$ cat src/ubf_pkg.sv
// How it works
// - Reset clears the receive error status register to zero.
// - Overrun keeps being flagged on each character until the receive buffer is read.
// - Receiver checks only the first stop bit, even with two selected.
// - Baud generator control is an 8-bit read/write byte, reset to zero.
// - Low nibble k from 0 to 14 divides the source clock by k plus 16.
// - High nibble picks main clock over 2^(n-1); 0000 is n=11, 0101..1110 n=1..10.
// - Main clock is the oscillator rate or half of it, per halving select.
// - Internal bit rate is main clock over 2^n over k plus 16.
// - External pin bit rate is pin rate over 2(k+16); prescaler ignored.
// - Frame: start, 7 or 8 bits, optional even/odd/zero parity, 1 or 2 stops.
// - 7-bit mode: transmit ignores bit 7, receive shows bit 7 as zero.
// - Error status records which kind of receive error occurred.
// - Internal generator selected releases the external baud clock pin for port use.
// - Even parity flags odd count of ones; odd parity flags even count.
// - Zero parity sends a zero bit and is never checked.
// - Status clears on buffer read or next character, unless that one has errors.
package ubf_pkg;

    // ==========================================================
    // Register addresses
    localparam logic [15:0] ADDR_MODE = 16'hFF70;
    localparam logic [15:0] ADDR_ERR  = 16'hFF71;
    localparam logic [15:0] ADDR_BRG  = 16'hFF73;
    localparam logic [15:0] ADDR_DATA = 16'hFF18;

    // ==========================================================
    // Reset values
    localparam logic [7:0] RST_MODE = 8'h00;
    localparam logic [7:0] RST_ERR  = 8'h00;
    localparam logic [7:0] RST_BRG  = 8'h00;

    // ==========================================================
    // Mode register fields
    localparam int MODE_TXE  = 7;
    localparam int MODE_RXE  = 6;
    localparam int MODE_PS1  = 5;
    localparam int MODE_PS0  = 4;
    localparam int MODE_CL   = 3;
    localparam int MODE_STP  = 2;
    localparam int MODE_ISRM = 1;
    localparam int MODE_SCK  = 0;

    localparam logic [1:0] PAR_NONE = 2'h0;
    localparam logic [1:0] PAR_ZERO = 2'h1;
    localparam logic [1:0] PAR_ODD  = 2'h2;
    localparam logic [1:0] PAR_EVEN = 2'h3;

    // ==========================================================
    // Error status fields
    localparam int ERR_PE  = 2;
    localparam int ERR_FE  = 1;
    localparam int ERR_OVE = 0;

    // ==========================================================
    // Baud generator constants
    localparam logic [4:0] K_BASE      = 5'h10;
    localparam logic [3:0] PRE_FIRST   = 4'h5;
    localparam logic [3:0] PRE_LAST    = 4'hE;
    localparam logic [3:0] PRE_OFFSET  = 4'h4;
    localparam logic [3:0] N_SLOWEST   = 4'hB;
    localparam logic [2:0] LAST_BIT_7  = 3'h6;
    localparam logic [2:0] LAST_BIT_8  = 3'h7;

    // ==========================================================
    // Transmit FIFO
    localparam int FIFO_WIDTH = 8;
    localparam int FIFO_DEPTH = 8;

    typedef enum logic [2:0] {
        ST_IDLE,
        ST_START,
        ST_DATA,
        ST_PARITY,
        ST_STOP
    } ubf_state_e;

endpackage : ubf_pkg

$ cat src/ubf_fifo.sv
`timescale 1ns/1ps
module ubf_fifo #(
    parameter int WIDTH = 8,
    parameter int DEPTH = 8
) (
    input  wire logic             clk,
    input  wire logic             nrst,
    input  wire logic             in_valid,
    output logic                  in_ready,
    input  wire logic [WIDTH-1:0] in_data,
    output logic                  out_valid,
    input  wire logic             out_ready,
    output logic [WIDTH-1:0]      out_data
);
    localparam int PW = $clog2(DEPTH);
    localparam int CW = $clog2(DEPTH + 1);
    localparam logic [CW-1:0] FULL = CW'(DEPTH);
    localparam logic [PW-1:0] LAST = PW'(DEPTH - 1);

    logic [WIDTH-1:0] mem [DEPTH];
    logic [PW-1:0]    wr_ptr;
    logic [PW-1:0]    rd_ptr;
    logic [CW-1:0]    count;
    logic [PW-1:0]    next_wr_ptr;
    logic [PW-1:0]    next_rd_ptr;
    logic [CW-1:0]    next_count;
    logic             next_in_ready;
    logic             push;
    logic             pop;

    assign out_valid = (count != '0);
    assign out_data  = mem[rd_ptr];
    assign push      = in_valid & in_ready;
    assign pop       = out_valid & out_ready;

    // ==========================================================
    // Pointer and fill level
    always_comb begin
        next_wr_ptr = wr_ptr;
        next_rd_ptr = rd_ptr;
        next_count  = count;
        if (push) begin
            next_wr_ptr = (wr_ptr == LAST) ? '0 : wr_ptr + PW'(1);
        end
        if (pop) begin
            next_rd_ptr = (rd_ptr == LAST) ? '0 : rd_ptr + PW'(1);
        end
        if (push && !pop) begin
            next_count = count + CW'(1);
        end else if (pop && !push) begin
            next_count = count - CW'(1);
        end
        next_in_ready = (next_count != FULL);
    end

    always_ff @(posedge clk) begin
        if (!nrst) begin
            wr_ptr   <= '0;
            rd_ptr   <= '0;
            count    <= '0;
            in_ready <= 1'b1;
        end else begin
            wr_ptr   <= next_wr_ptr;
            rd_ptr   <= next_rd_ptr;
            count    <= next_count;
            in_ready <= next_in_ready;
        end
    end

    always_ff @(posedge clk) begin
        if (push) begin
            mem[wr_ptr] <= in_data;
        end
    end

endmodule : ubf_fifo

$ cat src/ubf_uart.sv
`timescale 1ns/1ps
module ubf_uart (
    input  wire logic        clk,
    input  wire logic        nrst,
    input  wire logic [15:0] cpu_addr,
    input  wire logic        cpu_wr,
    input  wire logic        cpu_rd,
    input  wire logic [7:0]  cpu_wdata,
    output logic [7:0]       cpu_rdata,
    output logic             tx_ready,
    input  wire logic        osc_halving_select,
    input  wire logic        ext_baud_clock_pin,
    output logic             ext_pin_port_release,
    input  wire logic        rxd,
    output logic             txd
);
    // ==========================================================
    // Register file state
    logic [7:0] async_mode_reg;
    logic [7:0] baud_gen_control;
    logic [7:0] rx_error_status_reg;
    logic [7:0] receive_buffer;
    logic       rx_unread;
    logic [7:0] next_async_mode_reg;
    logic [7:0] next_baud_gen_control;
    logic [7:0] next_rx_error_status_reg;
    logic [7:0] next_receive_buffer;
    logic       next_rx_unread;
    logic [7:0] next_cpu_rdata;
    logic       next_ext_pin_port_release;

    logic       txe;
    logic       rxe;
    logic [1:0] par_mode;
    logic       char8;
    logic       stop2;
    logic       sck_int;
    logic [3:0] divisor_k_field;
    logic [3:0] prescaler_select_field;
    logic [2:0] last_bit;

    assign txe      = async_mode_reg[ubf_pkg::MODE_TXE];
    assign rxe      = async_mode_reg[ubf_pkg::MODE_RXE];
    assign par_mode = async_mode_reg[ubf_pkg::MODE_PS1:ubf_pkg::MODE_PS0];
    assign char8    = async_mode_reg[ubf_pkg::MODE_CL];
    assign stop2    = async_mode_reg[ubf_pkg::MODE_STP];
    assign sck_int  = async_mode_reg[ubf_pkg::MODE_SCK];
    assign divisor_k_field        = baud_gen_control[3:0];
    assign prescaler_select_field = baud_gen_control[7:4];
    assign last_bit = char8 ? ubf_pkg::LAST_BIT_8 : ubf_pkg::LAST_BIT_7;

    // ==========================================================
    // Baud generator: prescaler and source select
    logic       fxx_phase;
    logic [9:0] pre_cnt;
    logic       ext_prev;
    logic       next_fxx_phase;
    logic [9:0] next_pre_cnt;
    logic       fxx_en;
    logic [3:0] n_val;
    logic [10:0] mask11;
    logic [9:0] pre_mask;
    logic       fsck_int;
    logic       fsck_ext;
    logic       fsck;
    logic [4:0] half_limit;

    always_comb begin
        // Main clock is the oscillator or its half
        fxx_en         = osc_halving_select | fxx_phase;
        next_fxx_phase = ~fxx_phase;
        next_pre_cnt   = fxx_en ? pre_cnt + 10'h001 : pre_cnt;
        if ((prescaler_select_field >= ubf_pkg::PRE_FIRST) &&
            (prescaler_select_field <= ubf_pkg::PRE_LAST)) begin
            n_val = prescaler_select_field - ubf_pkg::PRE_OFFSET;
        end else begin
            n_val = ubf_pkg::N_SLOWEST;
        end
        mask11   = (11'h001 << (n_val - 4'h1)) - 11'h001;
        pre_mask = mask11[9:0];
        fsck_int = fxx_en & ((pre_cnt & pre_mask) == pre_mask);
        fsck_ext = ext_baud_clock_pin & ~ext_prev;
        fsck     = sck_int ? fsck_int : fsck_ext;
        // Half bit lasts k+16 source ticks, a bit twice that
        half_limit = {1'b0, divisor_k_field} + ubf_pkg::K_BASE - 5'h01;
    end

    always_ff @(posedge clk) begin
        if (!nrst) begin
            fxx_phase <= 1'b0;
            pre_cnt   <= '0;
            ext_prev  <= 1'b0;
        end else begin
            fxx_phase <= next_fxx_phase;
            pre_cnt   <= next_pre_cnt;
            ext_prev  <= ext_baud_clock_pin;
        end
    end

    // ==========================================================
    // Transmitter
    ubf_pkg::ubf_state_e tx_state;
    ubf_pkg::ubf_state_e next_tx_state;
    logic [4:0] tx_div;
    logic       tx_phase;
    logic [7:0] tx_shift;
    logic [2:0] tx_bit;
    logic       tx_par;
    logic       tx_second;
    logic       next_txd;
    logic [4:0] next_tx_div;
    logic       next_tx_phase;
    logic [7:0] next_tx_shift;
    logic [2:0] next_tx_bit;
    logic       next_tx_par;
    logic       next_tx_second;
    logic       tx_half;
    logic       tx_bit_end;
    logic       fifo_valid;
    logic       fifo_pop;
    logic [7:0] fifo_data;
    logic [7:0] tx_load;
    logic       fifo_push;

    always_comb begin
        next_tx_state  = tx_state;
        next_tx_div    = tx_div;
        next_tx_phase  = tx_phase;
        next_tx_shift  = tx_shift;
        next_tx_bit    = tx_bit;
        next_tx_par    = tx_par;
        next_tx_second = tx_second;
        next_txd       = txd;
        fifo_pop       = 1'b0;
        tx_load        = char8 ? fifo_data : {1'b0, fifo_data[6:0]};
        tx_half        = fsck && (tx_div == half_limit);
        tx_bit_end     = tx_half && tx_phase;
        if (fsck && (tx_state != ubf_pkg::ST_IDLE)) begin
            next_tx_div = tx_half ? 5'h00 : tx_div + 5'h01;
        end
        if (tx_half) begin
            next_tx_phase = ~tx_phase;
        end
        unique case (tx_state)
            ubf_pkg::ST_IDLE: begin
                next_txd = 1'b1;
                if (txe && fifo_valid) begin
                    fifo_pop      = 1'b1;
                    next_tx_shift = tx_load;
                    unique case (par_mode)
                        ubf_pkg::PAR_EVEN: next_tx_par = ^tx_load;
                        ubf_pkg::PAR_ODD:  next_tx_par = ~(^tx_load);
                        default:           next_tx_par = 1'b0;
                    endcase
                    next_tx_state  = ubf_pkg::ST_START;
                    next_txd       = 1'b0;
                    next_tx_div    = 5'h00;
                    next_tx_phase  = 1'b0;
                    next_tx_bit    = 3'h0;
                    next_tx_second = 1'b0;
                end
            end
            ubf_pkg::ST_START: begin
                if (tx_bit_end) begin
                    next_tx_state = ubf_pkg::ST_DATA;
                    next_txd      = tx_shift[0];
                end
            end
            ubf_pkg::ST_DATA: begin
                if (tx_bit_end) begin
                    next_tx_shift = {1'b0, tx_shift[7:1]};
                    next_tx_bit   = tx_bit + 3'h1;
                    next_txd      = tx_shift[1];
                    if (tx_bit == last_bit) begin
                        if (par_mode != ubf_pkg::PAR_NONE) begin
                            next_tx_state = ubf_pkg::ST_PARITY;
                            next_txd      = tx_par;
                        end else begin
                            next_tx_state = ubf_pkg::ST_STOP;
                            next_txd      = 1'b1;
                        end
                    end
                end
            end
            ubf_pkg::ST_PARITY: begin
                if (tx_bit_end) begin
                    next_tx_state = ubf_pkg::ST_STOP;
                    next_txd      = 1'b1;
                end
            end
            ubf_pkg::ST_STOP: begin
                if (tx_bit_end) begin
                    if (stop2 && !tx_second) begin
                        next_tx_second = 1'b1;
                    end else begin
                        next_tx_state = ubf_pkg::ST_IDLE;
                    end
                end
            end
        endcase
        if (!txe) begin
            next_tx_state = ubf_pkg::ST_IDLE;
            next_txd      = 1'b1;
        end
    end

    always_ff @(posedge clk) begin
        if (!nrst) begin
            tx_state  <= ubf_pkg::ST_IDLE;
            tx_div    <= '0;
            tx_phase  <= 1'b0;
            tx_shift  <= '0;
            tx_bit    <= '0;
            tx_par    <= 1'b0;
            tx_second <= 1'b0;
            txd       <= 1'b1;
        end else begin
            tx_state  <= next_tx_state;
            tx_div    <= next_tx_div;
            tx_phase  <= next_tx_phase;
            tx_shift  <= next_tx_shift;
            tx_bit    <= next_tx_bit;
            tx_par    <= next_tx_par;
            tx_second <= next_tx_second;
            txd       <= next_txd;
        end
    end

    assign fifo_push = cpu_wr && (cpu_addr == ubf_pkg::ADDR_DATA);

    ubf_fifo #(
        .WIDTH (ubf_pkg::FIFO_WIDTH),
        .DEPTH (ubf_pkg::FIFO_DEPTH)
    ) u_tx_fifo (
        .clk       (clk),
        .nrst      (nrst),
        .in_valid  (fifo_push),
        .in_ready  (tx_ready),
        .in_data   (cpu_wdata),
        .out_valid (fifo_valid),
        .out_ready (fifo_pop),
        .out_data  (fifo_data)
    );

    // ==========================================================
    // Receiver
    ubf_pkg::ubf_state_e rx_state;
    ubf_pkg::ubf_state_e next_rx_state;
    logic [4:0] rx_div;
    logic       rx_phase;
    logic [7:0] rx_shift;
    logic [2:0] rx_bit;
    logic       rx_par;
    logic [4:0] next_rx_div;
    logic       next_rx_phase;
    logic [7:0] next_rx_shift;
    logic [2:0] next_rx_bit;
    logic       next_rx_par;
    logic       rx_half;
    logic       rx_bit_end;
    logic       rx_done;
    logic [7:0] rx_data;
    logic       rx_pe;
    logic       rx_fe;

    always_comb begin
        next_rx_state = rx_state;
        next_rx_div   = rx_div;
        next_rx_phase = rx_phase;
        next_rx_shift = rx_shift;
        next_rx_bit   = rx_bit;
        next_rx_par   = rx_par;
        rx_done       = 1'b0;
        rx_fe         = 1'b0;
        rx_half       = fsck && (rx_div == half_limit);
        rx_bit_end    = rx_half && rx_phase;
        rx_data       = char8 ? rx_shift : {1'b0, rx_shift[7:1]};
        unique case (par_mode)
            ubf_pkg::PAR_EVEN: rx_pe = (^rx_shift) ^ rx_par;
            ubf_pkg::PAR_ODD:  rx_pe = ~((^rx_shift) ^ rx_par);
            default:           rx_pe = 1'b0;
        endcase
        if (fsck && (rx_state != ubf_pkg::ST_IDLE)) begin
            next_rx_div = rx_half ? 5'h00 : rx_div + 5'h01;
        end
        if (rx_half) begin
            next_rx_phase = ~rx_phase;
        end
        unique case (rx_state)
            ubf_pkg::ST_IDLE: begin
                if (!rxd) begin
                    next_rx_state = ubf_pkg::ST_START;
                    next_rx_div   = 5'h00;
                    next_rx_phase = 1'b0;
                end
            end
            ubf_pkg::ST_START: begin
                // Start bit confirmed at its middle, then counter restarts
                if (rx_half) begin
                    next_rx_state = rxd ? ubf_pkg::ST_IDLE : ubf_pkg::ST_DATA;
                    next_rx_div   = 5'h00;
                    next_rx_phase = 1'b0;
                    next_rx_shift = 8'h00;
                    next_rx_bit   = 3'h0;
                end
            end
            ubf_pkg::ST_DATA: begin
                if (rx_bit_end) begin
                    next_rx_shift = {rxd, rx_shift[7:1]};
                    next_rx_bit   = rx_bit + 3'h1;
                    if (rx_bit == last_bit) begin
                        next_rx_state = (par_mode != ubf_pkg::PAR_NONE) ?
                                        ubf_pkg::ST_PARITY : ubf_pkg::ST_STOP;
                    end
                end
            end
            ubf_pkg::ST_PARITY: begin
                if (rx_bit_end) begin
                    next_rx_par   = rxd;
                    next_rx_state = ubf_pkg::ST_STOP;
                end
            end
            ubf_pkg::ST_STOP: begin
                // Only the first stop bit is examined
                if (rx_bit_end) begin
                    rx_done       = 1'b1;
                    rx_fe         = ~rxd;
                    next_rx_state = ubf_pkg::ST_IDLE;
                end
            end
        endcase
        if (!rxe) begin
            next_rx_state = ubf_pkg::ST_IDLE;
            rx_done       = 1'b0;
        end
    end

    always_ff @(posedge clk) begin
        if (!nrst) begin
            rx_state <= ubf_pkg::ST_IDLE;
            rx_div   <= '0;
            rx_phase <= 1'b0;
            rx_shift <= '0;
            rx_bit   <= '0;
            rx_par   <= 1'b0;
        end else begin
            rx_state <= next_rx_state;
            rx_div   <= next_rx_div;
            rx_phase <= next_rx_phase;
            rx_shift <= next_rx_shift;
            rx_bit   <= next_rx_bit;
            rx_par   <= next_rx_par;
        end
    end

    // ==========================================================
    // Register access
    logic read_rx_buf;

    always_comb begin
        read_rx_buf              = cpu_rd && (cpu_addr == ubf_pkg::ADDR_DATA);
        next_async_mode_reg      = async_mode_reg;
        next_baud_gen_control    = baud_gen_control;
        next_rx_error_status_reg = rx_error_status_reg;
        next_receive_buffer      = receive_buffer;
        next_rx_unread           = rx_unread;
        if (cpu_wr && (cpu_addr == ubf_pkg::ADDR_MODE)) begin
            next_async_mode_reg = cpu_wdata;
        end
        if (cpu_wr && (cpu_addr == ubf_pkg::ADDR_BRG)) begin
            next_baud_gen_control = cpu_wdata;
        end
        // A completing character wins over a same-cycle buffer read
        if (rx_done) begin
            next_receive_buffer = rx_data;
            next_rx_unread      = 1'b1;
            next_rx_error_status_reg = 8'h00;
            next_rx_error_status_reg[ubf_pkg::ERR_PE]  = rx_pe;
            next_rx_error_status_reg[ubf_pkg::ERR_FE]  = rx_fe;
            next_rx_error_status_reg[ubf_pkg::ERR_OVE] = rx_unread & ~read_rx_buf;
        end else if (read_rx_buf) begin
            next_rx_unread           = 1'b0;
            next_rx_error_status_reg = 8'h00;
        end
        unique case (cpu_addr)
            ubf_pkg::ADDR_MODE: next_cpu_rdata = async_mode_reg;
            ubf_pkg::ADDR_ERR:  next_cpu_rdata = rx_error_status_reg;
            ubf_pkg::ADDR_BRG:  next_cpu_rdata = baud_gen_control;
            ubf_pkg::ADDR_DATA: next_cpu_rdata = receive_buffer;
            default:            next_cpu_rdata = 8'h00;
        endcase
        next_ext_pin_port_release = next_async_mode_reg[ubf_pkg::MODE_SCK];
    end

    always_ff @(posedge clk) begin
        if (!nrst) begin
            async_mode_reg       <= ubf_pkg::RST_MODE;
            baud_gen_control     <= ubf_pkg::RST_BRG;
            rx_error_status_reg  <= ubf_pkg::RST_ERR;
            receive_buffer       <= 8'h00;
            rx_unread            <= 1'b0;
            cpu_rdata            <= 8'h00;
            ext_pin_port_release <= 1'b0;
        end else begin
            async_mode_reg       <= next_async_mode_reg;
            baud_gen_control     <= next_baud_gen_control;
            rx_error_status_reg  <= next_rx_error_status_reg;
            receive_buffer       <= next_receive_buffer;
            rx_unread            <= next_rx_unread;
            cpu_rdata            <= next_cpu_rdata;
            ext_pin_port_release <= next_ext_pin_port_release;
        end
    end

endmodule : ubf_uart

$ cat config.mk
export PLATFORM = sky130hd
export DESIGN_NAME = ubf_uart
export DESIGN_NICKNAME = d
export VERILOG_FILES = /design/src/ubf_pkg.sv /design/src/ubf_fifo.sv /design/src/ubf_uart.sv
export SDC_FILE = /design/constraint.sdc
export NUM_CORES = 1
export LEC_CHECK = 0
export BUFFER_PORTS_ARGS = -buffer_cell sky130_fd_sc_hd__buf_2
export CAP_MARGIN = 20
export CORE_AREA = 2 2 123 173
export DETAILED_ROUTE_END_ITERATION = 10
export DIE_AREA = 0 0 125 175
export GPL_TIMING_DRIVEN = 0
export MAX_ROUTING_LAYER = met4
export PLACE_DENSITY = 0.63
export SLEW_MARGIN = 20
export SYNTH_ARGS = -nofsm -noshare
export SYNTH_HDL_FRONTEND = slang
export SYNTH_SLANG_ARGS = --single-unit
$ cat constraint.sdc
create_clock -name clk -period 10.1 [get_ports clk]
set_input_delay 1.01 -clock clk [delete_from_list [all_inputs] [get_ports clk]]
set_output_delay 1.01 -clock clk [all_outputs]
set_load 0.02 [all_outputs]
==> results.cfg <==
[grt]
antenna_found_initial = 0
grt_max_degree = 22
grt.total_usage = 0.1883
grt_pass1_vias = 6019
grt.overflow.total = 0
grt_first_pass_wirelength_mm = 31.66

[placement]
gp_congestion = 0.9230
dp_hpwl_mm = 14.11
portBuffers = 41
dpl-instance-area_um2 = 8618

[cells_and_area]
areaGrowthSynthToFinish_pct = 15.42
largest_register = u_tx_fifo.mem
drive_gt1_frac = 0.1541
largest_reg_flops = 64
nets = 887
fin_area_um2 = 9255
top_regs = u_tx_fifo.mem (64), pre_cnt (10)
diodes = 0

[clocking]
numCtsBuffers = 17
cts_sinks = 170
cts-htree-levels = 4
clock_path_buffers = 2
hold_buffers = 0
clock-root-buffer = clkbuf_16
path_clk_slew_ns = 0.08
cts_tree = done
post_cts_buffers = 0
clock_latency_ns = 0.44
cts_resized = 0

[routing]
vias = 6153
detail_route.wl_per_cell_um = 17.92
dr.pass1.iters = 5
routed_wl_mm = 19.82
final_antenna_net_count = 0
drtIter0Drc = 466
viasPerCell = 5.563
drc = 0

[timing]
finalCritPeriodShare = 0.4907
setup_viol = 0
worst_pin_slew_ns = 0.9990
final.setup.tns_ns = 0
hold_violations = 0
relSlewSlack = 0.3319
fin_skew_ns = 0.01658
final_max_slew_viol_count = 0
rsz0062_at_grt = no
fmax_ghz = 0.2018
finalCriticalPeriod_ns = 4.956

[power_and_ir_drop]
peakVddDrop_mv = 0.1289
powerDensity_nw_per_um2 = 153.9
leakagePower_uw = 0.003216

[synth]
yosysWarnings = 0
ys_seq_elements = 170
synth_edf_count = 64
synthFlopType = dfxtp_1
ys_async_sr_fraction = 0
synth_cells = 771
ys_types = 77
synth_area_um2 = 8019
seq_area_frac_synth = 0.5043
syn_area_per_cell_um2 = 10.40
synth_fp_nets = 821

[floorplanning]
core_um2 = 20320
dieHeight_um = 175
initial_core_util = 0.3945
chipWidth_um = 125
io_pins = 42
dieArea_um2 = 21880
fp-row-count = 62

[worst_setup_path]
worstPathMaxFanout = 10
rrSetupSlack_ns = 5.14
cp.required_ns = 10.46
critical_path.startpoint_type = flip-flop
path_class = reg -> reg
worstSetupEndpointType = flip-flop
crit_arrival_ns = 5.31
rr_worst_depth = 20

[run]
maxCapViolations = 0

[status]
status = finished, final reports clean

[hold_path]
hold_path_depth = 1
min_path_type = reg -> reg
metal layers:
metal  part of all wire  vias up  track usage
met4              0.032        0      0.08102
met5                  0        -            -
met2               0.51      147       0.3277
met3              0.036       34      0.02694
met1               0.42     2972       0.2165
li1                   -     3000            -
worst max-delay path, stage by stage, from the launching register on:
cell	delay [ns]
dfxtp_1	0.40
inv_1	0.06
ha_1	0.22
buf_4	0.17
o21bai_1	0.17
nor2_1	0.13
nand3b_1	0.09
ha_1	0.27
o211ai_1	0.10
a311o_1	0.37
a211o_1	0.38
o31ai_2	0.42
buf_2	0.30
nand2_1	0.11
inv_1	0.09
ha_1	0.26
and3_1	0.19
clkbuf_1	0.39
buf_1	0.44
nand3_1	0.14
a21oi_1	0.16
per-stage QoR:
step	worst slack, ns	cells	hold WS, ns	util	power, uW
floorplan	6.101	771	0.3845	-	741.2
global placement	5.233	1068	0.3909	0.4204	759.1
detailed placement	5.240	1073	0.4034	0.4240	759.5
CTS	5.185	1105	0.4131	0.4546	1433
global route	4.859	1106	0.4364	0.4554	1462
finish	5.144	1106	0.4099	0.4554	1424
power by group:
group	switching [uW]	leakage (uW)	total, uW	internal (uW)
Sequential	1.57	0.00143	712	711
Combinational	22.0	0.00148	31.4	9.49
Clock	336	0.000303	680	345
Total	359	0.00322	1420	1070
cells by family (layout without fill, tap and decap cells):
| kind of cell | count (synthesis) | count (layout) | share of synthesized area |
|---|---|---|---|
| compound gates | 166 | 166 | 0.1459 |
| buf+inv | 56 | 135 | 0.03058 |
| simple gates | 273 | 273 | 0.1663 |
| fa+ha+maj | 19 | 19 | 0.02965 |
| mux | 47 | 47 | 0.07786 |
| flops | 170 | 170 | 0.5043 |
| xor+xnor | 40 | 40 | 0.04540 |
cell usage after synthesis, types with 5 or more instances:
cell type	instances	share of area
a211oi_1	14	0.013
a21oi_1	60	0.037
a222oi_1	8	0.010
a22o_1	9	0.0098
a311oi_1	6	0.0066
and2_1	8	0.0062
and3_1	10	0.0078
clkbuf_1	27	0.013
dfxtp_1	106	0.26
edfxtp_1	64	0.24
ha_1	19	0.030
inv_1	17	0.0080
mux2i_1	32	0.040
mux4_2	12	0.034
nand2_1	83	0.039
nand3_1	31	0.019
nand4_1	8	0.0062
nor2_1	72	0.034
nor3_1	16	0.010
nor4b_1	8	0.0087
o21ai_0	13	0.0081
o31ai_1	6	0.0056
or3_1	5	0.0039
xnor2_1	25	0.027
xor2_1	14	0.015
area by class of cell:
type / count / area [um^2]
Fill cell: 1963 / 11070
Sequential cell: 170 / 4044
Multi-Input combinational cell: 545 / 3779
Clock buffer: 17 / 425.4
Tap cell: 256 / 320.3
Timing Repair Buffer: 47 / 245.2
Clock inverter: 15 / 196.4
Buffer: 38 / 177.7
Inverter: 18 / 67.56
cells in the final DEF (no fill, tap or decap), types with 6 or more instances in the layout:
cell       Yosys  routed
dfxtp_1      106     106
nand2_1       83      83
nor2_1        72      72
edfxtp_1      64      64
a21oi_1       60      60
buf_2          4      47
mux2i_1       32      32
nand3_1       31      31
clkbuf_1      27      27
xnor2_1       25      25
ha_1          19      19
inv_1         17      17
clkbuf_16      0      17
xor2_1        14      14
a211oi_1      14      14
o21ai_0       13      13
nor3_1        16      12
mux4_2        12      12
and3_1        10      10
a22o_1         9       9
and2_1         8       8
buf_4          4       8
nand4_1        8       8
a222oi_1       8       8
nor4b_1        8       6
a311oi_1       6       6
o31ai_1        6       6
path summary, 6_finish.rpt:
path,from,to
hold / removal,fxx_phase,fxx_phase
setup reg to reg,baud_gen_control[6],rx_error_status_reg[2]
setup / recovery,baud_gen_control[6],rx_error_status_reg[2]
hold reg to reg,fxx_phase,fxx_phase
Power figures use the tool's default switching activity.
